===== config.mk =====
export PLATFORM = sky130hd
export DESIGN_NAME = ohc_list_cmd
export DESIGN_NICKNAME = d
export VERILOG_FILES = /design/src/hdl/ohc_regs_pkg.sv /design/src/hdl/ohc_ratio_sel.sv /design/src/hdl/ohc_list_cmd.sv
export SDC_FILE = /design/constraint.sdc
export NUM_CORES = 1
export LEC_CHECK = 0
export BUFFER_PORTS_ARGS = -buffer_cell sky130_fd_sc_hd__buf_2
export CORE_MARGIN = 5
export CORE_UTILIZATION = 38
export CTS_CLUSTER_DIAMETER = 100
export DETAILED_ROUTE_END_ITERATION = 7
export PLACE_DENSITY = 0.81
export SYNTH_ARGS = -nofsm -noshare
export SYNTH_HDL_FRONTEND = slang
export SYNTH_SLANG_ARGS = --single-unit
export TNS_END_PERCENT = 100

===== constraint.sdc =====
create_clock -name clk_i -period 1.6 [get_ports clk_i]
set_input_delay 0.16 -clock clk_i [delete_from_list [all_inputs] [get_ports clk_i]]
set_output_delay 0.16 -clock clk_i [all_outputs]
set_load 0.05 [all_outputs]

===== src/hdl/ohc_regs_pkg.sv =====
// Package with register offsets, field positions, reset values and timing
// counts for the list command and status register bank.
// Assumes a plain strobe register port with 32-bit data and byte offsets.
package ohc_regs_pkg;

  // Register byte offsets.
  localparam logic [7:0] OFS_MODE   = 8'h04;
  localparam logic [7:0] OFS_CMD    = 8'h08;
  localparam logic [7:0] OFS_IRQ_ST = 8'h0c;
  localparam logic [7:0] OFS_IRQ_MK = 8'h10;

  // Operating-mode field positions.
  localparam int MODE_RATIO_LO = 0;
  localparam int MODE_PER_EN   = 2;
  localparam int MODE_ISO_EN   = 3;
  localparam int MODE_FS_LO    = 6;

  // Command-and-state field positions.
  localparam int CMD_SRST      = 0;
  localparam int CMD_CTL_PEND  = 1;
  localparam int CMD_BLK_PEND  = 2;
  localparam int CMD_OWN_REQ   = 3;
  localparam int CMD_TALLY_LO  = 16;

  // Interrupt status bit positions.
  localparam int IRQ_OVERRUN   = 0;
  localparam int IRQ_SRST_DONE = 1;
  localparam int IRQ_W         = 2;

  // Functional state encodings.
  localparam logic [1:0] FS_RESET   = 2'h0;
  localparam logic [1:0] FS_RESUME  = 2'h1;
  localparam logic [1:0] FS_OPER    = 2'h2;
  localparam logic [1:0] FS_SUSPEND = 2'h3;

  // Reset values.
  localparam logic [1:0] RATIO_RST  = 2'h0;
  localparam logic [1:0] TALLY_RST  = 2'h0;

  // Software reset lasts this long, in ns, and in clock cycles at 4 ns.
  localparam int SRST_TIME_NS  = 40;
  localparam int CLK_PERIOD_NS = 4;
  localparam int SRST_CYCLES   = (SRST_TIME_NS + CLK_PERIOD_NS - 1)
                                 / CLK_PERIOD_NS;

  // Frame-level list enables handed to the traversal engine.
  typedef struct packed {
    logic       iso_en;
    logic       per_en;
    logic [1:0] ratio;
  } frame_ctl_t;

  // Register port request.
  typedef struct packed {
    logic        wr;
    logic        rd;
    logic [7:0]  addr;
    logic [31:0] wdata;
  } reg_req_t;

endpackage : ohc_regs_pkg


===== src/hdl/ohc_ratio_sel.sv =====
// Control/bulk arbiter picking which list is served next within a frame.
// Assumes the traversal engine pulses served strobes once per descriptor.
`timescale 1ns/1ps
`default_nettype none

module ohc_ratio_sel #(
  parameter int RATIO_W = 2
) (
  // Clock and reset.
  input  wire logic               clk_i,
  input  wire logic               srst_i,
  // Ratio and service strobes.
  input  wire logic [RATIO_W-1:0] ratio_i,
  input  wire logic               frame_start_i,
  input  wire logic               ctl_served_i,
  input  wire logic               blk_served_i,
  // Selection.
  output logic                    pick_bulk_o
);

  logic [RATIO_W:0] cnt_ff;
  logic [RATIO_W:0] nxt_cnt;

  // Counts control descriptors; bulk is due after ratio+1 of them.
  always_comb begin
    nxt_cnt = cnt_ff;
    if (frame_start_i || blk_served_i) begin
      nxt_cnt = '0;
    end else if (ctl_served_i && !pick_bulk_o) begin
      nxt_cnt = cnt_ff + (RATIO_W+1)'(1);
    end
  end

  // Registers the control count.
  always_ff @(posedge clk_i) begin
    if (srst_i) begin
      cnt_ff <= '0;
    end else begin
      cnt_ff <= nxt_cnt;
    end
  end

  // Bulk is picked once n+1 control descriptors were served.
  assign pick_bulk_o = (cnt_ff > {1'b0, ratio_i});

endmodule : ohc_ratio_sel

`default_nettype wire


===== src/hdl/ohc_list_cmd.sv =====
// Operating-mode low fields and command-and-state register with interrupt.
// Assumes the traversal engine supplies frame, overrun and list-start events.
`timescale 1ns/1ps
`default_nettype none

module ohc_list_cmd #(
  parameter int SRST_LEN = ohc_regs_pkg::SRST_CYCLES
) (
  // Clock and reset.
  input  wire logic        clk_i,
  input  wire logic        srst_i,
  // Register port.
  input  wire logic [7:0]  addr_i,
  input  wire logic [31:0] wdata_i,
  input  wire logic        wr_i,
  input  wire logic        rd_i,
  output logic [31:0]      rdata_o,
  // Traversal engine events and pointers.
  input  wire logic        frame_start_i,
  input  wire logic        overrun_i,
  input  wire logic        ctl_start_i,
  input  wire logic        blk_start_i,
  input  wire logic        ctl_served_i,
  input  wire logic        blk_served_i,
  input  wire logic [31:0] head_control_pointer_i,
  input  wire logic [31:0] current_bulk_pointer_i,
  // Engine controls.
  output logic             iso_active_o,
  output logic             per_active_o,
  output logic             ctl_may_start_o,
  output logic             blk_may_start_o,
  output logic             pick_bulk_o,
  output logic             soft_reset_o,
  output logic [1:0]       functional_state_o,
  // Interrupt.
  output logic             irq_o
);

  ////////////////////////////////////////////////////////////////////////////
  // Register state.

  typedef enum logic [1:0] {
    ST_IDLE = 2'b01,
    ST_SRST = 2'b10
  } srst_st_t;

  ohc_regs_pkg::frame_ctl_t mode_ff, nxt_mode;
  ohc_regs_pkg::frame_ctl_t act_ff, nxt_act;
  logic [1:0]               fs_ff, nxt_fs;
  logic                     own_ff, nxt_own;
  logic                     blkp_ff, nxt_blkp;
  logic                     ctlp_ff, nxt_ctlp;
  logic [1:0]               tally_ff, nxt_tally;
  logic [ohc_regs_pkg::IRQ_W-1:0] ist_ff, nxt_ist;
  logic [ohc_regs_pkg::IRQ_W-1:0] imk_ff, nxt_imk;
  srst_st_t                 st_ff, nxt_st;
  logic [7:0]               scnt_ff, nxt_scnt;
  logic [31:0]              rdata_ff, nxt_rdata;

  logic wr_mode;
  logic wr_cmd;
  logic wr_mk;
  logic rd_st;
  logic in_srst;

  // Address decode for write and read strobes.
  assign wr_mode = wr_i && (addr_i == ohc_regs_pkg::OFS_MODE);
  assign wr_cmd  = wr_i && (addr_i == ohc_regs_pkg::OFS_CMD);
  assign wr_mk   = wr_i && (addr_i == ohc_regs_pkg::OFS_IRQ_MK);
  assign rd_st   = rd_i && (addr_i == ohc_regs_pkg::OFS_IRQ_ST);
  assign in_srst = (st_ff == ST_SRST);

  ////////////////////////////////////////////////////////////////////////////
  // Software reset sequencer.

  // Starts on a written one, holds for the reset length, then idles.
  always_comb begin
    nxt_st   = st_ff;
    nxt_scnt = scnt_ff;
    unique case (st_ff)
      ST_IDLE: begin
        if (wr_cmd && wdata_i[ohc_regs_pkg::CMD_SRST]) begin
          nxt_st   = ST_SRST;
          nxt_scnt = 8'(SRST_LEN - 1);
        end
      end
      ST_SRST: begin
        if (scnt_ff == 8'h00) begin
          nxt_st = ST_IDLE;
        end else begin
          nxt_scnt = scnt_ff - 8'h01;
        end
      end
      default: begin
        nxt_st   = ST_IDLE;
        nxt_scnt = 8'h00;
      end
    endcase
  end

  // Registers the sequencer.
  always_ff @(posedge clk_i) begin
    if (srst_i) begin
      st_ff   <= ST_IDLE;
      scnt_ff <= 8'h00;
    end else begin
      st_ff   <= nxt_st;
      scnt_ff <= nxt_scnt;
    end
  end

  ////////////////////////////////////////////////////////////////////////////
  // Mode, command and status registers.

  // Computes next values of software-visible state.
  always_comb begin
    nxt_mode  = mode_ff;
    nxt_act   = act_ff;
    nxt_fs    = fs_ff;
    nxt_own   = own_ff;
    nxt_blkp  = blkp_ff;
    nxt_ctlp  = ctlp_ff;
    nxt_tally = tally_ff;
    nxt_ist   = ist_ff;
    nxt_imk   = imk_ff;
    if (wr_mode) begin
      nxt_mode.iso_en = wdata_i[ohc_regs_pkg::MODE_ISO_EN];
      nxt_mode.per_en = wdata_i[ohc_regs_pkg::MODE_PER_EN];
      nxt_mode.ratio  = wdata_i[ohc_regs_pkg::MODE_RATIO_LO +: 2];
      nxt_fs          = wdata_i[ohc_regs_pkg::MODE_FS_LO +: 2];
    end
    // Enables reach the engine only at a frame boundary or when soft reset clears them.
    if (frame_start_i) begin
      nxt_act.iso_en = mode_ff.iso_en;
      nxt_act.per_en = mode_ff.per_en;
    end
    nxt_act.ratio = mode_ff.ratio;
    // Command bits: writes store, soft reset bit only via sequencer.
    if (wr_cmd) begin
      nxt_own  = wdata_i[ohc_regs_pkg::CMD_OWN_REQ];
      nxt_blkp = wdata_i[ohc_regs_pkg::CMD_BLK_PEND];
      nxt_ctlp = wdata_i[ohc_regs_pkg::CMD_CTL_PEND];
    end
    // Starting a list consumes its pending flag.
    if (blk_start_i && blk_may_start_o && blkp_ff) begin
      nxt_blkp = 1'b0;
    end
    if (ctl_start_i && ctl_may_start_o && ctlp_ff) begin
      nxt_ctlp = 1'b0;
    end
    // Read of status clears it; new events win over the clear.
    if (rd_st) begin
      nxt_ist = '0;
    end
    if (wr_mk) begin
      nxt_imk = wdata_i[ohc_regs_pkg::IRQ_W-1:0];
    end
    if (overrun_i) begin
      nxt_tally = tally_ff + 2'h1;
      nxt_ist[ohc_regs_pkg::IRQ_OVERRUN] = 1'b1;
    end
    // Soft reset clears most registers and parks in suspend.
    if (in_srst) begin
      nxt_mode  = '0;
      nxt_act   = '0;
      nxt_own   = 1'b0;
      nxt_blkp  = 1'b0;
      nxt_ctlp  = 1'b0;
      nxt_tally = ohc_regs_pkg::TALLY_RST;
      nxt_fs    = ohc_regs_pkg::FS_SUSPEND;
      if (scnt_ff == 8'h00) begin
        nxt_ist[ohc_regs_pkg::IRQ_SRST_DONE] = 1'b1;
      end
    end
  end

  // Registers software-visible state.
  always_ff @(posedge clk_i) begin
    if (srst_i) begin
      mode_ff  <= '0;
      act_ff   <= '0;
      fs_ff    <= ohc_regs_pkg::FS_RESET;
      own_ff   <= 1'b0;
      blkp_ff  <= 1'b0;
      ctlp_ff  <= 1'b0;
      tally_ff <= ohc_regs_pkg::TALLY_RST;
      ist_ff   <= '0;
      imk_ff   <= '0;
    end else begin
      mode_ff  <= nxt_mode;
      act_ff   <= nxt_act;
      fs_ff    <= nxt_fs;
      own_ff   <= nxt_own;
      blkp_ff  <= nxt_blkp;
      ctlp_ff  <= nxt_ctlp;
      tally_ff <= nxt_tally;
      ist_ff   <= nxt_ist;
      imk_ff   <= nxt_imk;
    end
  end

  ////////////////////////////////////////////////////////////////////////////
  // Read data.

  // Builds read data; reserved and unmapped bits read zero.
  always_comb begin
    nxt_rdata = 32'h0000_0000;
    if (rd_i) begin
      unique case (addr_i)
        ohc_regs_pkg::OFS_MODE: begin
          nxt_rdata[ohc_regs_pkg::MODE_RATIO_LO +: 2] = mode_ff.ratio;
          nxt_rdata[ohc_regs_pkg::MODE_PER_EN]        = mode_ff.per_en;
          nxt_rdata[ohc_regs_pkg::MODE_ISO_EN]        = mode_ff.iso_en;
          nxt_rdata[ohc_regs_pkg::MODE_FS_LO +: 2]    = fs_ff;
        end
        ohc_regs_pkg::OFS_CMD: begin
          nxt_rdata[ohc_regs_pkg::CMD_SRST]      = in_srst;
          nxt_rdata[ohc_regs_pkg::CMD_CTL_PEND]  = ctlp_ff;
          nxt_rdata[ohc_regs_pkg::CMD_BLK_PEND]  = blkp_ff;
          nxt_rdata[ohc_regs_pkg::CMD_OWN_REQ]   = own_ff;
          nxt_rdata[ohc_regs_pkg::CMD_TALLY_LO +: 2] = tally_ff;
        end
        ohc_regs_pkg::OFS_IRQ_ST: begin
          nxt_rdata[ohc_regs_pkg::IRQ_W-1:0] = ist_ff;
        end
        ohc_regs_pkg::OFS_IRQ_MK: begin
          nxt_rdata[ohc_regs_pkg::IRQ_W-1:0] = imk_ff;
        end
        default: begin
          nxt_rdata = 32'h0000_0000;
        end
      endcase
    end
  end

  // Registers read data for the following cycle.
  always_ff @(posedge clk_i) begin
    if (srst_i) begin
      rdata_ff <= 32'h0000_0000;
    end else begin
      rdata_ff <= nxt_rdata;
    end
  end

  ////////////////////////////////////////////////////////////////////////////
  // Outputs to the engine.

  // Control/bulk service ratio arbiter.
  ohc_ratio_sel #(
    .RATIO_W (2)
  ) u_ratio (
    .clk_i         (clk_i),
    .srst_i        (srst_i),
    .ratio_i       (act_ff.ratio),
    .frame_start_i (frame_start_i),
    .ctl_served_i  (ctl_served_i),
    .blk_served_i  (blk_served_i),
    .pick_bulk_o   (pick_bulk_o)
  );

  // List start permission with zero pointer needs the pending flag.
  assign blk_may_start_o = !in_srst &&
    ((current_bulk_pointer_i != 32'h0000_0000) || blkp_ff);
  assign ctl_may_start_o = !in_srst &&
    ((head_control_pointer_i != 32'h0000_0000) || ctlp_ff);

  // Root hub and bus reset are driven only by the functional state field.
  assign functional_state_o = fs_ff;
  assign soft_reset_o       = in_srst;
  assign iso_active_o       = act_ff.iso_en && act_ff.per_en;
  assign per_active_o       = act_ff.per_en;
  assign rdata_o            = rdata_ff;
  assign irq_o              = |(ist_ff & imk_ff);

endmodule : ohc_list_cmd

`default_nettype wire


; ---- After elaboration in Yosys (flattened, before gate mapping)
; Cells that the tools add are included.
; W data, S select, Z words.
[op_classes]
reduce_logical = 33
muxes = 14
bitwise_logic = 4
eq_ne = 9
add_sub_neg = 3
order_cmp = 1
[ops]
columns = cell, n
row1 = $reduce_bool A32 Y1, 2
row2 = $eq A8 B4 Y1 const B, 2
row3 = $mux W8, 2
row4 = $pmux W8 S2, 1
row5 = $logic_and A1 B1 Y1, 13
row6 = $reduce_or A3 Y1, 4
row7 = $mux W2, 5
row8 = $eq A8 B3 Y1 const B, 1
row9 = $eq A8 B5 Y1 const B, 1
row10 = $logic_not A8 Y1, 1
row11 = $pmux W2 S2, 2
row12 = $pmux W2 S4, 1
row13 = $reduce_or A2 Y1, 4
row14 = $sub A8 B1 Y8 const B, 1
row15 = $ne A2 B2 Y1 const B, 2
row16 = $reduce_and A2 Y1, 2
row17 = $reduce_bool A2 Y1, 2
row18 = $add A3 B1 Y3 const B, 1
row19 = $gt A3 B2 Y1, 1
row20 = $logic_or A1 B1 Y1, 3
row21 = $mux W1, 3
row22 = $not A1 Y1, 3
row23 = $add A2 B1 Y2 const B, 1
row24 = $and A2 B2 Y2, 1
row25 = other kinds (4), 5
[word_totals]
inputBits = 114
output_inout_bits = 41
wordCells = 85
regBits = 64

; ---- Logic depth before layout (Yosys ltp)
; Gate-level depths: netlist of run 1.
[logic_depth]
depth_word = 6
mapped_depth = 7
depth_no_buf = 6

; ---- Cells and area by module
; From an unflattened synthesis of run 1, not the netlist that was laid out.
[unflattened]
hier_cells = 269
hier_area_um2 = 2326.0
[by_module_without_submodules]
columns = module, seq_area_each_um2, area_per_inst_um2, n_inst, cells_per_inst
row1 = ohc_list_cmd, 740.7, 2128.3, 1, 245
row2 = ohc_ratio_sel, 60.1, 197.7, 1, 24

; ---- Least setup slack after synthesis of run 1
; OpenSTA, ideal clock, no wires.
[synth_path]
path_kind = reg-to-output
startpoint = reg st_ff[0]
endpoint = out blk_may_start_o
n_path_buf = 1
arrival_time_ps = 1783
stages_incl_launch_ff = 5
path_slack_ps = -343
t_required_ps = 1440
cell_sequence = dfxtp_1 > inv_1 > ha_1 > clkbuf_8 > a21oi_1
[synth_via]
elab_chain_cells = 3
[synth_lines]
columns = element, line_no
row1 = from (decl), ohc_list_cmd.sv:56  ; srst_st_t st_ff, nxt_st;
row2 = from (signal assigned), ohc_list_cmd.sv:107  ; st_ff <= nxt_st;
row3 = $eq A2 B2 Y1, ohc_list_cmd.sv:71  ; assign in_srst = (st_ff == ST_SRST);
row4 = net soft_reset_o, ohc_list_cmd.sv:33  ; output logic soft_reset_o,
row5 = $logic_not A1 Y1, ohc_list_cmd.sv:262  ; assign blk_may_start_o = !in_srst &&
row6 = $logic_and A1 B1 Y1, ohc_list_cmd.sv:262
row7 = to (decl), ohc_list_cmd.sv:31  ; output logic blk_may_start_o,
; The timed path passes the listed nets, and every way through them passes these cells.

; ---- Worst setup path after layout of run 1
[layout_path]
startpoint = reg scnt_ff[3]
endpoint = reg st_ff[1]
[layout_via]
elab_chain_cells = 3
[layout_lines]
columns = element, line_no
row1 = from (decl), ohc_list_cmd.sv:57  ; logic [7:0] scnt_ff, nxt_scnt;
row2 = from (signal assigned), ohc_list_cmd.sv:108  ; scnt_ff <= nxt_scnt;
row3 = $logic_not A8 Y1, ohc_list_cmd.sv:88  ; if (scnt_ff == 8'h00) begin
row4 = $ne A2 B1 Y1 (no line), n/a
row5 = $reduce_and A2 Y1 (no line), n/a
; Every way passes these cells.
; A chain may end at the register's enable or synchronous reset.

==> impl_results.md, run 1 <==
* Status: complete, but fails checks
* Failing checks: setup timing
* Vias per cell at 5.190
* Final WL at 7.285 mm
* Inserted Diodes at 0
* FF-to-FF Start: scnt_ff[3]
* DRC viols at 0
* Met2 GRT Util at 0.3377
* Hold wc startpoint: ctl_start_i
* CTS sink cnt at 40
* Final worst setup slack at -0.06988 ns
* Dominant synthesized flop cell: dfxtp_1
* Global route overflow at 0
* Via count at 2491
* Final Max Tran Viols at 0
* Mapped Area at 0.002301 sq mm
* Crit Path Max Fanout at 4
* Total chip power at 3.531 mW
* Die Y at 87.82 um
* Worst path required time at 1.80 ns
* Arrival time worst endpoint at 1.87 ns
* CTS tree: built
* Area of placed instances at 0.003009 sq mm
* Fin crit share at 1.044
* First-pass GRT wire length at 11.20 mm
* Worst clock skew at 0.006254 ns
* GPL Wtd Cong at 0.8891
* Worst Setup End Kind: flip-flop
* Maximum VDD drop at 465.2 uV
* Initial Utilization at 0.3886
* DP Worst Slack at -0.1113 ns
* Synth Register Bits at 40
* Post-synth ARST share at 0
* Full die area at 0.007711 sq mm
* Share of post-route cells with drive strength above 1 at 0.4963
* Initial antenna violation count at 0
* Max-capacitance violation count at 0
* FF-to-FF path depth at 4
* H-Tree Depth at 2
* Slowest cell on crit path: or4_4
* Max frequency at 598.8 MHz
* Area Growth Syn to Fin at 46.76%
* Number of flops mapped to enable cells by yosys at 0
* Min cycle time layout at 1.670 ns
* Worst-skew pair later-pin latency at 0.31 ns
* Post-DP HPWL at 5.572 mm
* I/O pin count at 155
* Reg-to-reg setup timing slack at -0.07 ns
* Worst stage delay on the critical path at 0.57 ns
* Routed len/inst at 15.18 um
* Post-Synthesis Cells at 263
* Worst setup SP type: flip-flop
* Synth unique cells at 54
* Drt initial violations at 154
* Syn_area_per_cell at 8.749 sq um
* Worst Hold End: ctlp_ff
* M1 GR Usage at 0.2055
* GRT Total Usage at 0.1825
* Hold Fails Final Rpt at 0
* Power per cell area at 1046 mW/mm^2
* Routing usage on met3 at 0.03951
* Worst R2R End: st_ff[1]
* Vias in the first global route at 2530
* Leakage at 1.583 nW
* Crit Path Class: reg2reg
* Hold Crit Class: in2reg
* Core area at 0.005921 sq mm
* Root buf cell: clkbuf_8
* CP cell instances: or4_4 > o41ai_4 > a211oi_1 > a41o_1
* Yosys warning total at 0
* Design Area, Final at 0.003377 sq mm
* Reg clk slew, reported paths at 0.08 ns
* Nets@finish at 525
* Top Usage Layer GRT: met2
* Delay-heaviest family, CP: compound AO/OA/AOI/OAI gates
* Largest net degree at the start of global routing at 15
* Final setup viols at 9
* Std-Cell Rows at 28
* WP buf/inv at 0
* Hold path cells at 2
* First-pass DRT Iterations at 4
* Width of the die at 87.82 um
* Sequential-to-total area share from yosys stat at 0.3480
* Num CTS Buffers at 5
* Antenna-violating nets left at 0
* Max Buffers Root-to-Sink at 2
* # port buffers at 104
* Unrepaired setup endpoints after global routing: true
[where the power goes]
group          switching (mW)  internal [mW]  total (mW)
registers              0.0848           1.08        1.17
logic                   0.803          0.696        1.50
clock network           0.395          0.470       0.865
total                    1.28           2.25        3.53
[worst max path at each step]
| stage | from | endpoint | slack, ns | cells after the start |
|---|---|---|---|---|
| after floorplan | scnt_ff[2] | st_ff[0] | -0.02 | 4 |
| after global placement | scnt_ff[5] | st_ff[0] | -0.07 | 4 |
| final | scnt_ff[3] | st_ff[1] | -0.07 | 4 |
| after detailed placement | scnt_ff[5] | st_ff[0] | -0.11 | 4 |
| after global routing | ctlp_ff | ctl_may_start_o | -0.13 | 5 |
| after CTS | scnt_ff[2] | st_ff[0] | -0.12 | 4 |
[through the flow]
stage / hold WS, ns / TNS [ns] / std cells / utilization
2_1_floorplan: 0.2575 / -0.02100 / 286 / -
3_3_place_gp: 0.3598 / -0.1966 / 463 / 0.5082
3_5_place_dp: 0.3611 / -0.4219 / 463 / 0.5082
4_1_cts: 0.02714 / -0.8084 / 475 / 0.5456
5_1_grt: 0.03344 / -0.8398 / 480 / 0.5704
6_report: 0.03079 / -0.1971 / 480 / 0.5704
[layer usage]
layer / up-vias / wire (um)
li1: 1208 / -
met1: 1161 / 2782
met2: 110 / 3829
met3: 12 / 563
met4: 0 / 110
met5: - / 0
[cells by family after synthesis]
family | after synthesis | share of synthesized area
fa+ha+maj | 7 | 0.03806
other cells | 1 | 0.001630
flops | 40 | 0.3480
compound gates | 66 | 0.1871
simple gates | 88 | 0.2365
xor+xnor | 3 | 0.01142
mux | 9 | 0.03915
buf+inv | 49 | 0.1381
[Yosys cell counts, drive strengths merged, types with 3 or more instances]
cell type  number  area [sq um]
a31oi           6         37.54
nand2           6         22.52
inv            16         60.06
nor2b           4         25.02
nand4           5         31.28
nor3            5         41.29
a211oi          3         22.52
dfxtp          40         800.8
or4             8         63.81
nor2           15         56.30
nand3           7         35.03
a21oi          21         105.1
ha              7         87.58
and2            6         37.54
a22o            3         26.28
o21ai          16         80.07
mux2i           9         90.09
nor4           18         112.6
buf            28         214.0
clkbuf          4         35.04
[final cells by class]
cell class	instances	area, sq um
fill	517	2544
multi-input combinational	197	1448
timing repair buffer	144	847.1
sequential	40	813.3
tap	75	93.84
clock buffer	5	68.82
inverter	16	60.06
clock inverter	3	46.29
[flip-flops by register name (all words and copies together) (netlist names), 2 cells and up]
signal              cells
ist_ff                  2
imk_ff                  2
tally_ff                2
functional_state_o      2
scnt_ff                 8
act_ff                  3
u_ratio.cnt_ff          3
mode_ff                 4
rdata_o                 8
st_ff                   2
[cells in the final DEF (no fill, tap or decap), drive strengths merged, types with 3 or more instances in the layout]
cell type  instances
buf              144
dfxtp             40
conb              24
a21oi             21
nor4              18
inv               17
o21ai             16
nor2              15
mux2i              9
or4                8
nand3              7
ha                 7
nand2              6
and2               6
a31oi              6
nand4              5
clkbuf             5
nor3               5
nor2b              4
a22o               3
a211oi             3
[what timing repair did]
item / CTS / global route
setup buffers: 4 / 5
hold buffers: 0 / 0
resized for setup: 19 / 33
setup endpoints to repair: 12 / 13
pin swaps: 12 / 14
cloned: 0 / 0
hold endpoints to repair: 0 / 0
Note: power is estimated with default switching activity, not from simulation.
==> inputs of run 2 (changes only) <==
--- a/config.mk
+++ b/config.mk
@@ -11,6 +11,7 @@
 export CTS_CLUSTER_DIAMETER = 100
 export DETAILED_ROUTE_END_ITERATION = 7
 export PLACE_DENSITY = 0.81
+export SKIP_LAST_GASP = 1
 export SYNTH_ARGS = -nofsm -noshare
 export SYNTH_HDL_FRONTEND = slang
 export SYNTH_SLANG_ARGS = --single-unit
==> impl_results.md, run 2 (synthesis gave the netlist of run 1 again) <==
* Routed len/inst at 15.53 um (+2.3%)
* Arrival time worst endpoint at 1.90 ns (+0.03 ns)
* H-Tree Depth at 2 (unchanged)
* Hold wc startpoint: ctl_start_i
* Nets@finish at 527 (+0.38%)
* Worst R2R End: scnt_ff[5]
* Crit Path Max Fanout at 3 (-1)
* Status: complete, but fails checks
* Width of the die at 87.82 um (unchanged)
* Num CTS Buffers at 5 (unchanged)
* Leakage at 1.590 nW (+0.46%)
* Area Growth Syn to Fin at 48.50%
* Initial antenna violation count at 0 (unchanged)
* Hold Fails Final Rpt at 0 (unchanged)
* Post-DP HPWL at 5.572 mm (unchanged)
* CTS sink cnt at 40 (unchanged)
* Worst path required time at 1.78 ns (-0.02 ns)
* Antenna-violating nets left at 0 (unchanged)
* Maximum VDD drop at 467.1 uV (+0.40%)
* Max Buffers Root-to-Sink at 2 (unchanged)
* Dpl cells at 463 (unchanged)
* Final WL at 7.485 mm (+2.7%)
* Max frequency at 583.5 MHz (-2.6%)
* Die Y at 87.82 um (unchanged)
* Initial Utilization at 0.3886 (unchanged)
* Inserted Diodes at 0 (unchanged)
* Reg-to-reg setup timing slack at -0.11 ns (-0.04 ns)
* Worst Setup End Kind: flip-flop
* Largest net degree at the start of global routing at 15 (unchanged)
* Layout Cells excl Fill at 482 (+0.42%)
* GRT Total Usage at 0.1825 (unchanged)
* Worst clock skew at 0.002063 ns (-0.004191 ns)
* Global route overflow at 0 (unchanged)
* Vias per cell at 5.253 (+1.2%)
* Unrepaired setup endpoints after global routing: true
* Worst Hold End: ctlp_ff
* Std-Cell Rows at 28 (unchanged)
* Hold Crit Class: in2reg
* Final worst setup slack at -0.1138 ns (-0.04389 ns)
* Worst setup SP type: flip-flop
* # port buffers at 104 (unchanged)
* Vias in the first global route at 2530 (unchanged)
* Core area at 0.005921 sq mm (unchanged)
* Slowest cell on crit path: or4_4
* Via count at 2532 (+1.6%)
* Util after Layout at 0.5771 (+0.006762)
* Root buf cell: clkbuf_8
* Reg clk slew, reported paths at 0.08 ns (about the same)
* Power per cell area at 1047 mW/mm^2 (about the same)
* CTS tree: built
* Area of placed instances at 0.003009 sq mm (unchanged)
* Commonest cells after routing, fill and taps aside: buf_2 (101), buf_4 (39), dfxtp_1 (31), conb_1 (24), a21oi_1 (17)
* First-pass GRT wire length at 11.20 mm (unchanged)
* Crit Path Class: reg2reg
* GPL Wtd Cong at 0.8891 (unchanged)
* Worst stage delay on the critical path at 0.57 ns (about the same)
* Final setup viols at 13 (+4)
* I/O pin count at 155 (unchanged)
* Share of post-route cells with drive strength above 1 at 0.5012 (+0.004932)
* Setup TNS at -0.5082 ns (-0.3111 ns)
* Delay-heaviest family, CP: simple AND/OR/NAND/NOR gates
* Min cycle time layout at 1.714 ns (+0.04389 ns)
* First-pass DRT Iterations at 4 (unchanged)
* Hold path cells at 2 (unchanged)
* Fin crit share at 1.071 (+0.02743)
* Failing checks: setup timing
* CTS Hold Bufs at 0 (unchanged)
* Drt initial violations at 200 (+30%)
* Final Max Tran Viols at 0 (unchanged)
* FF-to-FF Start: scnt_ff[3]
* Design Area, Final at 0.003417 sq mm (+1.2%)
* Commonest non-fill, non-tap cell in the layout: buf_2
* DRC viols at 0 (unchanged)
* FF-to-FF path depth at 5 (+1)
* Worst-skew pair later-pin latency at 0.30 ns (about the same)
* WP buf/inv at 1 (+1)
* Max-capacitance violation count at 0 (unchanged)
* Full die area at 0.007711 sq mm (unchanged)
* CP cell instances: or4_4 > buf_4 > or3_4 > nand3_2 > o21ai_0
run 2: per-layer routing:
layer | share of wire | routed length [um] | GRT usage
met1 | 0.37 | 2800 | 0.2055
met2 | 0.52 | 3859 | 0.3377
met3 | 0.091 | 678 | 0.03951
met4 | 0.020 | 147 | 0.06137
met5 | 0 | 0 | 0
run 2: report_power, final:
group | internal [mW] | switching [mW]
registers | 1.08 | 0.0864
logic | 0.702 | 0.845
clock network | 0.470 | 0.392
run 2: cell type report:
class	instances	area [sq um]
repair buffers	146	865.8
fillers	514	2504
clock inverters	3	46.29
well taps	75	93.84
flip-flops and latches	40	812.0
multi-input cells	197	1470
clock buffers	5	68.82
inverters	16	60.06
run 2: worst max path at each step:
stage	start	to	slack, ns	depth (start not counted)
3_5_place_dp	scnt_ff[5]	st_ff[0]	-0.11	4
4_1_cts	scnt_ff[2]	st_ff[0]	-0.12	4
5_1_grt	st_ff[1]	scnt_ff[2]	-0.16	8
6_report	scnt_ff[3]	scnt_ff[5]	-0.11	5
2_1_floorplan	scnt_ff[2]	st_ff[0]	-0.02	4
3_3_place_gp	scnt_ff[5]	st_ff[0]	-0.07	4
run 2: worst reg2reg max path: stages, from the launching register on:
cell and delay, ns:
dfxtp_2 0.33, or4_4 0.57, buf_4 0.17, or3_4 0.34, nand3_2 0.10, o21ai_0 0.09
run 2: what timing repair did:
item | in CTS | in global routing
pin swaps | 11 | 16
gates resized for setup | 18 | 37
endpoints found under the setup margin | 12 | 13
setup buffers | 4 | 7
run 2: through the flow:
step                total power, mW  hold WS [ns]  worst slack, ns
global route                  3.741       0.03625          -0.1571
detailed placement            2.329        0.3611          -0.1113
global placement              2.290        0.3598         -0.06611
floorplan                     1.958        0.2575         -0.02100
finish                        3.577       0.02914          -0.1138
CTS                           3.231       0.02714          -0.1209
